==> config.mk <==
export PLATFORM = sky130hd
export DESIGN_NAME = cmdb_top
export DESIGN_NICKNAME = d
export VERILOG_FILES = /design/src/shared/cmdb_pkg.sv /design/src/logic/cmdb_lane_reg.sv /design/src/logic/cmdb_top.sv
export VERILOG_INCLUDE_DIRS = /design/src /design/src/shared
export SDC_FILE = /design/constraint.sdc
export NUM_CORES = 1
export LEC_CHECK = 0
export ABC_AREA = 1
export BUFFER_PORTS_ARGS = -buffer_cell sky130_fd_sc_hd__buf_2
export CORE_ASPECT_RATIO = 0.7
export CORE_MARGIN = 5
export CORE_UTILIZATION = 45
export DETAILED_ROUTE_END_ITERATION = 6
export MAX_ROUTING_LAYER = met4
export PLACE_DENSITY = 0.74
export RECOVER_POWER = 50
export SETUP_SLACK_MARGIN = 0.1
export SLEW_MARGIN = 20
export SYNTH_ARGS = -nofsm -noshare
export SYNTH_HDL_FRONTEND = slang
export SYNTH_HIERARCHICAL = 1
export SYNTH_SLANG_ARGS = --single-unit
==> constraint.sdc <==
create_clock -name core_clk -period 1 [get_ports core_clk]
set_input_delay 0.05 -clock core_clk [delete_from_list [all_inputs] [get_ports core_clk]]
set_output_delay 0.05 -clock core_clk [all_outputs]
set_load 0.01 [all_outputs]
==> src/shared/cmdb_defs.svh <==
// constants of the configurable registered command buffer
// assumes inclusion by bare name from package and design files
`ifndef CMDB_DEFS_SVH
`define CMDB_DEFS_SVH

// -----------------------------------------------------------------
// widths
// -----------------------------------------------------------------
`define CMDB_DATA_W 25
`define CMDB_LANE_W 28

// -----------------------------------------------------------------
// field positions inside a packed output lane
// -----------------------------------------------------------------
`define CMDB_CKE_BIT 25
`define CMDB_ODT_BIT 26
`define CMDB_CS_BIT 27

// -----------------------------------------------------------------
// data lanes live per mode, bit n-1 is input number n
// -----------------------------------------------------------------
`define CMDB_MASK_1TO1 25'h1ffffb6
`define CMDB_MASK_A 25'h0003fb6
`define CMDB_MASK_B 25'h0001bbf

// -----------------------------------------------------------------
// reset values
// -----------------------------------------------------------------
`define CMDB_LANE_RST 28'h0000000
`define CMDB_DATA_ZERO 25'h0000000
`define CMDB_RX_RST 1'h0

`endif

==> src/shared/cmdb_pkg.sv <==
// types of the configurable registered command buffer
// assumes cmdb_defs.svh on the include path
`include "cmdb_defs.svh"

package cmdb_pkg;

  // -----------------------------------------------------------------
  // fan-out modes, one-hot
  // -----------------------------------------------------------------
  typedef enum logic [2:0]
  {
    CMDB_MODE_1TO1 = 3'h1,
    CMDB_MODE_A = 3'h2,
    CMDB_MODE_B = 3'h4
  } cmdb_mode_t;

  typedef logic [`CMDB_DATA_W-1:0] cmdb_data_t;
  typedef logic [`CMDB_LANE_W-1:0] cmdb_lane_t;

endpackage

==> src/logic/cmdb_lane_reg.sv <==
// output register stage with asynchronous clear and load enable
// assumes a single clock; load already includes the clock enable
`timescale 1ns/1ps
`default_nettype none
`include "cmdb_defs.svh"

module cmdb_lane_reg
(
  input wire logic core_clk,
  input wire logic resetn,
  input wire logic load,
  input wire cmdb_pkg::cmdb_lane_t d,
  output cmdb_pkg::cmdb_lane_t q
);

  import cmdb_pkg::*;

  cmdb_lane_t q_r;
  cmdb_lane_t q_nxt;

  always_comb
  begin
    q_nxt = q_r;
    if (load)
    begin
      q_nxt = d;
    end
  end

  always_ff @(posedge core_clk or negedge resetn)
  begin
    if (!resetn)
    begin
      q_r <= `CMDB_LANE_RST;
    end
    else
    begin
      q_r <= q_nxt;
    end
  end

  assign q = q_r;

endmodule
`default_nettype wire

==> src/logic/cmdb_top.sv <==
// configurable registered command buffer, 22 bits 1:1 or 11 bits 1:2
// assumes core_clk stands for the true/complement clock crossing
`timescale 1ns/1ps
`default_nettype none
`include "cmdb_defs.svh"

module cmdb_top
(
  input wire logic core_clk,
  input wire logic resetn,
  input wire logic clk_en,
  input wire logic pinout_select,
  input wire logic width_select,
  input wire logic device_chip_select_n,
  input wire logic rank_chip_select_n,
  input wire logic clock_enable_in,
  input wire logic termination_in,
  input wire cmdb_pkg::cmdb_data_t data_in,
  output cmdb_pkg::cmdb_data_t data_out_a,
  output cmdb_pkg::cmdb_data_t data_out_b,
  output logic clock_enable_out_a,
  output logic clock_enable_out_b,
  output logic termination_out_a,
  output logic termination_out_b,
  output logic chip_select_out_a,
  output logic chip_select_out_b,
  output logic rx_enabled
);

  import cmdb_pkg::*;

  // -----------------------------------------------------------------
  // helpers
  // -----------------------------------------------------------------
  function automatic cmdb_data_t mode_mask(input cmdb_mode_t m);
    cmdb_data_t r;
    r = `CMDB_DATA_ZERO;
    case (m)
      CMDB_MODE_1TO1: r = `CMDB_MASK_1TO1;
      CMDB_MODE_A: r = `CMDB_MASK_A;
      CMDB_MODE_B: r = `CMDB_MASK_B;
      default: r = `CMDB_DATA_ZERO;
    endcase
    return r;
  endfunction

  function automatic cmdb_lane_t pack_lane(input cmdb_data_t d, input logic cke,
                                           input logic odt, input logic cs);
    cmdb_lane_t r;
    r = `CMDB_LANE_RST;
    r[`CMDB_DATA_W-1:0] = d;
    r[`CMDB_CKE_BIT] = cke;
    r[`CMDB_ODT_BIT] = odt;
    r[`CMDB_CS_BIT] = cs;
    return r;
  endfunction

  // -----------------------------------------------------------------
  // mode decode
  // -----------------------------------------------------------------
  cmdb_mode_t mode;

  always_comb
  begin
    if (!width_select)
    begin
      mode = CMDB_MODE_1TO1;
    end
    else if (!pinout_select)
    begin
      mode = CMDB_MODE_A;
    end
    else
    begin
      mode = CMDB_MODE_B;
    end
  end

  // -----------------------------------------------------------------
  // receiver enable
  // -----------------------------------------------------------------
  logic rx_on_r;
  logic rx_on_nxt;

  always_comb
  begin
    rx_on_nxt = rx_on_r;
    if (clk_en)
    begin
      rx_on_nxt = 1'h1;
    end
  end

  // receivers come up on the first edge with clk_en high after reset release
  always_ff @(posedge core_clk or negedge resetn)
  begin
    if (!resetn)
    begin
      rx_on_r <= `CMDB_RX_RST;
    end
    else
    begin
      rx_on_r <= rx_on_nxt;
    end
  end

  assign rx_enabled = rx_on_r;

  // -----------------------------------------------------------------
  // input steering
  // -----------------------------------------------------------------
  logic gate;
  logic load;
  cmdb_data_t d_rx;
  logic cke_rx;
  logic odt_rx;
  logic cs_rx;
  cmdb_lane_t next_a;
  cmdb_lane_t next_b;

  always_comb
  begin
    // disabled receivers read as low
    d_rx = rx_on_r ? data_in : `CMDB_DATA_ZERO;
    cke_rx = rx_on_r & clock_enable_in;
    odt_rx = rx_on_r & termination_in;
    cs_rx = rx_on_r ? device_chip_select_n : 1'h0;
    gate = device_chip_select_n & rank_chip_select_n;
    load = clk_en & ~gate;
    next_a = pack_lane(d_rx & mode_mask(mode), cke_rx, odt_rx, cs_rx);
    next_b = `CMDB_LANE_RST;
    if (mode != CMDB_MODE_1TO1)
    begin
      next_b = next_a;
    end
  end

  // -----------------------------------------------------------------
  // output registers, single flop stage from input to pin
  // -----------------------------------------------------------------
  cmdb_lane_t q_a;
  cmdb_lane_t q_b;

  cmdb_lane_reg u_reg_a (
    .core_clk(core_clk),
    .resetn(resetn),
    .load(load),
    .d(next_a),
    .q(q_a)
  );

  cmdb_lane_reg u_reg_b (
    .core_clk(core_clk),
    .resetn(resetn),
    .load(load),
    .d(next_b),
    .q(q_b)
  );

  assign data_out_a = q_a[`CMDB_DATA_W-1:0];
  assign data_out_b = q_b[`CMDB_DATA_W-1:0];
  assign clock_enable_out_a = q_a[`CMDB_CKE_BIT];
  assign clock_enable_out_b = q_b[`CMDB_CKE_BIT];
  assign termination_out_a = q_a[`CMDB_ODT_BIT];
  assign termination_out_b = q_b[`CMDB_ODT_BIT];
  assign chip_select_out_a = q_a[`CMDB_CS_BIT];
  assign chip_select_out_b = q_b[`CMDB_CS_BIT];

  // -----------------------------------------------------------------
  // checks
  // -----------------------------------------------------------------
  reset_low_a: assert property (
    @(posedge core_clk) !resetn |-> (q_a == `CMDB_LANE_RST && q_b == `CMDB_LANE_RST))
    else $error("outputs not low during reset");

  reset_prio_a: assert property (
    @(posedge core_clk) (!resetn && !(device_chip_select_n && rank_chip_select_n))
      |-> (q_a == `CMDB_LANE_RST && !rx_on_r))
    else $error("chip select overrode reset");

  rx_gate_a: assert property (
    @(posedge core_clk) disable iff (!resetn)
    (!rx_on_r) |=> (q_a == `CMDB_LANE_RST && q_b == `CMDB_LANE_RST) || $stable(q_a))
    else $error("disabled receivers reached outputs");

  release_low_a: assert property (
    @(posedge core_clk) disable iff (!resetn)
    ($rose(rx_on_r) && data_in == `CMDB_DATA_ZERO && !clock_enable_in && !termination_in
      && !device_chip_select_n) |=> (q_a == `CMDB_LANE_RST) [*2])
    else $error("glitch after reset release");

  capture_a: assert property (
    @(posedge core_clk) disable iff (!resetn)
    (clk_en && !gate) |=> (q_a == $past(next_a) && q_b == $past(next_b)))
    else $error("inputs not captured");

  gate_hold_a: assert property (
    @(posedge core_clk) disable iff (!resetn)
    (device_chip_select_n && rank_chip_select_n) |=> ($stable(q_a) && $stable(q_b)))
    else $error("outputs changed while gated");

  gate_keep_a: assert property (
    @(posedge core_clk) disable iff (!resetn)
    (gate && clk_en) [*3] |=> (q_a == $past(q_a, 3)))
    else $error("gated value lost");

  normal_upd_a: assert property (
    @(posedge core_clk) disable iff (!resetn)
    (clk_en && rx_on_r && !rank_chip_select_n)
      |=> (data_out_a == $past(data_in & mode_mask(mode))))
    else $error("ungated update missed");

  one_to_one_a: assert property (
    @(posedge core_clk) disable iff (!resetn)
    (load && !width_select && rx_on_r) |=> (data_out_b == `CMDB_DATA_ZERO
      && clock_enable_out_a == $past(clock_enable_in) && chip_select_out_b == 1'h0))
    else $error("one-to-one mapping wrong");

  width_sel_a: assert property (
    @(posedge core_clk) disable iff (!resetn)
    (load && width_select) |=> ((data_out_a & ~`CMDB_MASK_B & ~`CMDB_MASK_A)
      == `CMDB_DATA_ZERO))
    else $error("wide lane driven in two-output mode");

  pinout_sel_a: assert property (
    @(posedge core_clk) disable iff (!resetn)
    (load && width_select && pinout_select) |=> ((data_out_a & ~`CMDB_MASK_B)
      == `CMDB_DATA_ZERO))
    else $error("pinout B lanes wrong");

  pair_equal_a: assert property (
    @(posedge core_clk) disable iff (!resetn)
    (load && width_select) |=> (q_a == q_b))
    else $error("A and B outputs differ");

  reset_gate_a: assert property (
    @(posedge core_clk) (!resetn && device_chip_select_n && rank_chip_select_n)
      |-> (q_a == `CMDB_LANE_RST && q_b == `CMDB_LANE_RST && !rx_on_r))
    else $error("gating held outputs through reset");

  dev_sel_upd_a: assert property (
    @(posedge core_clk) disable iff (!resetn)
    (clk_en && rx_on_r && !device_chip_select_n)
      |=> (chip_select_out_a == 1'h0 && data_out_a == $past(data_in & mode_mask(mode))))
    else $error("select low did not update outputs");

  direct_map_a: assert property (
    @(posedge core_clk) disable iff (!resetn)
    (load && !width_select && rx_on_r) |=> (data_out_a == $past(data_in & `CMDB_MASK_1TO1)
      && termination_out_a == $past(termination_in)
      && chip_select_out_a == $past(device_chip_select_n)))
    else $error("one-to-one lane lost");

  side_b_idle_a: assert property (
    @(posedge core_clk) disable iff (!resetn)
    (load && !width_select) |=> (q_b == `CMDB_LANE_RST))
    else $error("second outputs driven in one-to-one mode");

  ctrl_pair_a: assert property (
    @(posedge core_clk) disable iff (!resetn)
    (load && width_select && rx_on_r) |=> (clock_enable_out_b == $past(clock_enable_in)
      && termination_out_b == $past(termination_in)
      && chip_select_out_b == $past(device_chip_select_n)))
    else $error("second control outputs wrong");

  pinout_low_a: assert property (
    @(posedge core_clk) disable iff (!resetn)
    (load && width_select && !pinout_select) |=> ((data_out_a & ~`CMDB_MASK_A)
      == `CMDB_DATA_ZERO))
    else $error("pinout A lanes wrong");

  rx_stay_a: assert property (
    @(posedge core_clk) disable iff (!resetn)
    rx_on_r |=> rx_on_r)
    else $error("receivers dropped without reset");

  // sampled resetn keeps the release edge itself out
  rx_up_a: assert property (
    @(posedge core_clk) disable iff (!resetn)
    (resetn && !rx_on_r && clk_en)
      |=> (rx_on_r && q_a == `CMDB_LANE_RST && q_b == `CMDB_LANE_RST))
    else $error("receivers not up after release");

  en_freeze_a: assert property (
    @(posedge core_clk) disable iff (!resetn)
    !clk_en |=> ($stable(q_a) && $stable(q_b) && $stable(rx_on_r)))
    else $error("state moved with clock enable low");

endmodule
`default_nettype wire

# Yosys cells after proc, flatten, opt, wreduce, memory -nomap -nowiden
# Cells that the tools add are included.
totals:
  out_inout_bits: 57
  wordCells: 19
  in_bits: 34
  reg_bits: 57
classes:
  n_eq_ne: 4
  mux: 6
  bitwise_logic: 6
op_table:
  columns: ["op", "count"]
  rows:
  - ["25-bit one-hot mux with 3 select lines", 1]
  - ["28-bit two-way mux", 1]
  - ["25-bit bitwise AND", 1]
  - ["25-bit two-way mux", 1]
  - ["3-bit two-way mux", 2]
  - ["1-bit bitwise AND", 4]
  - ["3-bit by 1-bit == test with 1-bit output (second input constant)", 1]
  - ["3-bit by 2-bit == test with 1-bit output (second input constant)", 1]
  - ["3-bit == test (second input constant)", 1]
  - ["3-bit by 1-bit != test with 1-bit output (second input constant)", 1]
  - ["1-bit two-way mux", 1]
  - ["1-bit inverter", 1]

# Depth between registers and ports, before layout
logic_depth:
  word_depth: 6
  depth_mapped: 6

# Modules after synthesis
# Netlist, hierarchy kept.
by_module_without_submodules:
  columns: ["module", "area_each_um2", "seq_area_each_um2", "cells_per_inst", "instances"]
  rows:
  - ["cmdb_lane_reg", 1076.0, 700.7, 118, 2]
  - ["cmdb_top", 372.9, 25.0, 82, 1]

# Least setup slack after synthesis
# Ideal clock, no wire load.
synth_path:
  path_kind: "input to register"
  start: "input clk_en"
  end: "register u_reg_a.q_r[10], in the netlist u_reg_a/q[10]"
  stages: 5
  setup_ps: 117
  required_ps: 883
  path_buffers: 1
  arrival_ps: 990
  slack_ps: -106
  path_cell_list: "a21boi_0 -> inv_2 -> buf_6 -> nand2_1 -> nand2_1"
synth_between:
  elab_chain_cells: 1
synth_lines:
  columns: ["item", "line_no", "text"]
  rows:
  - ["from (decl)", "cmdb_top.sv:11", "input wire logic clk_en,"]
  - ["1-bit bitwise AND", "cmdb_top.sv:129", "load = clk_en & ~gate;"]
  - ["to (signal assigned)", "cmdb_lane_reg.sv:34", "q_r <= `CMDB_LANE_RST;"]
  - ["to (signal assigned)", "cmdb_lane_reg.sv:38", "q_r <= q_nxt;"]
  - ["to (decl)", "cmdb_lane_reg.sv:18", "cmdb_lane_t q_r;"]
# Every way passes these cells.
# A chain may end at the register's enable or synchronous reset.

# Worst setup path after layout
layout_path:
  start: "register rx_on_r, in the netlist rx_enabled"
  end: "register u_reg_b.q_r[12], in the netlist u_reg_b/q[12]"
layout_between:
  elab_chain_cells: 3
layout_lines:
  columns: ["item", "line_no", "text"]
  rows:
  - ["from (decl)", "cmdb_top.sv:82", "logic rx_on_r;"]
  - ["from (signal assigned)", "cmdb_top.sv:99", "rx_on_r <= `CMDB_RX_RST;"]
  - ["from (signal assigned)", "cmdb_top.sv:103", "rx_on_r <= rx_on_nxt;"]
  - ["25-bit two-way mux (no line)", null, null]
  - ["25-bit bitwise AND", "cmdb_top.sv:130", "next_a = pack_lane(d_rx & mode_mask(mode), cke_rx, odt_rx, cs_rx);"]
  - ["28-bit two-way mux", "cmdb_top.sv:132", "if (mode != CMDB_MODE_1TO1)"]
  - ["net next_b[12]", "cmdb_top.sv:119", "cmdb_lane_t next_b;"]
  - ["to (signal assigned)", "cmdb_lane_reg.sv:34", null]
  - ["to (signal assigned)", "cmdb_lane_reg.sv:38", null]
  - ["to (decl)", "cmdb_lane_reg.sv:18", null]
# The timed path passes the listed nets, and every way through them passes these cells.

==> flow_metrics.tcl <==
set metrics [dict create \
    place.gp.congestion 0.7683 \
    path_clk_slew_ps 70 \
    diodes 0 \
    wl_per_cell_um 12.29 \
    grt_overflow 0 \
    antenna_found_initial 0 \
    slew_headroom 0.6567 \
    cp.required_ps 1230 \
    r2r_setup_slack_ps -50 \
    vias 2414 \
    switching_share 0.2830 \
    rsz0062_at_grt "true" \
    min_to "u_reg_a/q[16]" \
    drv_cap 0 \
    switchingPower_mw 1.701 \
    grt_pass1_wl_mm 10.52 \
    clock_skew_ps 4.437 \
    initial_utilization 0.4728 \
    cts_root_buffer "clkbuf_8" \
    min_from "data_in[16]" \
    min_period_ps 1048 \
    r2r_end "u_reg_b/q[12]" \
    comb_power_share 0.216 \
    p_leak_nw 2.292 \
    synth-seq-cells 57 \
    outcome "complete, but fails checks" \
    die_h_um 72.67 \
    syn_area_um2 2525 \
    cp-end-kind "flop" \
    cts.sinks 57 \
    ys_seq_area_frac 0.5649 \
    htreeDepth 3 \
    fmax_mhz 954.1 \
    grt_pass1_vias 2283 \
    ios 91 \
    hold_violations 0 \
    r2r_start "rx_enabled" \
    critical_path.most_common_cell "nand2_1" \
    setup_violations 20 \
    final_area_um2 3861 \
    synth.distinct_cells 12 \
    timing.final.crit_share 1.048 \
    core_um2 5340 \
    crit_buf_inv 2 \
    dpl.cell_count 486 \
    io_buffer_count 89 \
    min_path_cells 5 \
    clock_latency_ps 330 \
    syn_inst 318 \
    viasPerCell 4.462 \
    worstPathCellList "buf_6, buf_16, nand2_4, nor2_1, nand2_1, nand2_1" \
    cts_buffers 9 \
    grt.total_usage 0.1922 \
    finalNonFillerCells 541 \
    drive_above_1_share 0.4350 \
    crit_family "flip-flops" \
    synth_top_cell_area_share 0.5649 \
    layout.nets 499 \
    r2r_cells 6 \
    finalWorstSetupSlack_ps -48.08 \
    powerDensity_nw_per_um2 1557 \
    pwr-share-seq 0.445 \
    yosysWarnings 6 \
    placed_cell_area_um2 3088 \
    internal_power_mw 4.310 \
    layout_commonest_cell "nand2_1" \
    grt_max_degree 58 \
    rows 22 \
    report.final.slew_viol_count 0 \
    drt-total-wl_mm 6.648 \
    critical-path-slowest-cell "dfrtp_1" \
    cts_tree "built" \
    drc 0 \
    yosys.area.top_type "dfrtp_1" \
    layout_common_cells "nand2_1 (163), buf_2 (80), dfrtp_1 (57)" \
    avgSynthCellArea_um2 7.940 \
    ir_drop_v 0.0009275 \
    hp-class "input pin to flop" \
    firstDrtPassIters 4 \
    p_clk_frac 0.338 \
    violations "setup timing" \
    startpoint_type "flop" \
    path_max_fanout 6 \
    worst_pin_slew_ps 514.9 \
    critPathMaxStageDelay_ps 400 \
    dieWidth_um 99.53 \
    synth_area_leaders "dfrtp_1 (56%), nand2_1 (29%), buf_6 (5.8%)" \
    area_growth_pct 52.92 \
    clockBufferDepth 2 \
    dp_hpwl_mm 4.314 \
    drt-initial-drc-count 66 \
    critPathKind "flop to flop" \
    die-area_um2 7233 \
    cp.arrival_ps 1280 \
    ant_nets 0 \
]
## layer usage
metal  global-route usage  part of all wire  vias up
met5                    -                 0        -
met4              0.04545            0.0035        0
met3              0.07068             0.079        4
met2               0.2872              0.45       82
met1               0.2505              0.47     1114
li1                     -                 -     1214
## final cells by class
class / count / area, µm²
Timing Repair Buffer: 139 / 978.4
Multi-Input combinational cell: 242 / 1121
Sequential cell: 57 / 1426
Clock buffer: 10 / 127.6
Clock inverter: 5 / 57.56
Inverter: 16 / 60.06
Fill cell: 425 / 1479
Tap cell: 72 / 90.09
## stage by stage
step / hold slack [ps] / setup TNS [ps] / setup slack [ps] / util / power [mW]
after floorplan: -245.6 / 0 / 20.73 / - / 3.218
after global placement: 76.31 / 0 / 39.29 / 0.5783 / 3.660
after detailed placement: 72.73 / 0 / 2.217 / 0.5783 / 3.683
after CTS: 3.026 / -446.8 / -41.07 / 0.6811 / 5.909
after global routing: 12.10 / -1769 / -93.09 / 0.7231 / 6.343
final: 17.44 / -438.6 / -48.08 / 0.7231 / 6.011
## worst max-delay path by stage
stage / start / slack [ps] / cells after the start / end
2_1_floorplan: rx_enabled / 20 / 6 / u_reg_b/q[11]
3_3_place_gp: rx_enabled / 40 / 5 / u_reg_b/q[25]
3_5_place_dp: rx_enabled / 2 / 5 / u_reg_b/q[25]
4_1_cts: rx_enabled / -40 / 2 / rx_enabled
5_1_grt: rx_enabled / -90 / 6 / u_reg_b/q[26]
6_report: rx_enabled / -50 / 6 / u_reg_b/q[12]
## power groups by stage
stage	Combinational, mW	Clock [mW]	Sequential, mW
detailed placement	0.972	0	2.71
finish	1.30	2.03	2.68
global placement	0.953	0	2.71
floorplan	0.397	0	2.82
CTS	1.16	2.08	2.67
global route	1.44	2.20	2.70
## cell usage after synthesis
cell type and instances:
or2_2 1, dfrtp_1 57, buf_2 1, buf_6 13, conb_1 1, a21boi_0 1
inv_1 13, buf_8 1, nand2_1 196, nor2_1 29, inv_2 3, nor3_1 2
## sequential cells by signal (all words and copies together), names as in the netlist
name / cells
u_reg_b/q: 28
u_reg_a/q: 28
rx_enabled: 1
## cells by family after synthesis
family | share of synthesized area
AND/OR/NAND/NOR | 0.3409
other | 0.001485
AO/OA/AOI/OAI | 0.002974
buffers and inverters | 0.08969
flip-flops | 0.5649
## worst min-delay path, cell delays in order
cell and delay, ps:
buf_2 100, nand2_2 50, nor2_1 30, nand2_1 40, nand2_1 40
## repair_timing
action                                 CTS  global route
resized for setup                       48            34
setup endpoints to repair              100           101
pin swaps                                8            35
endpoints found under the hold margin   58             0
gates cloned                             1             0
hold buffers                             2             0
buffers inserted                        21            16
Power figures use the tool's default switching activity.
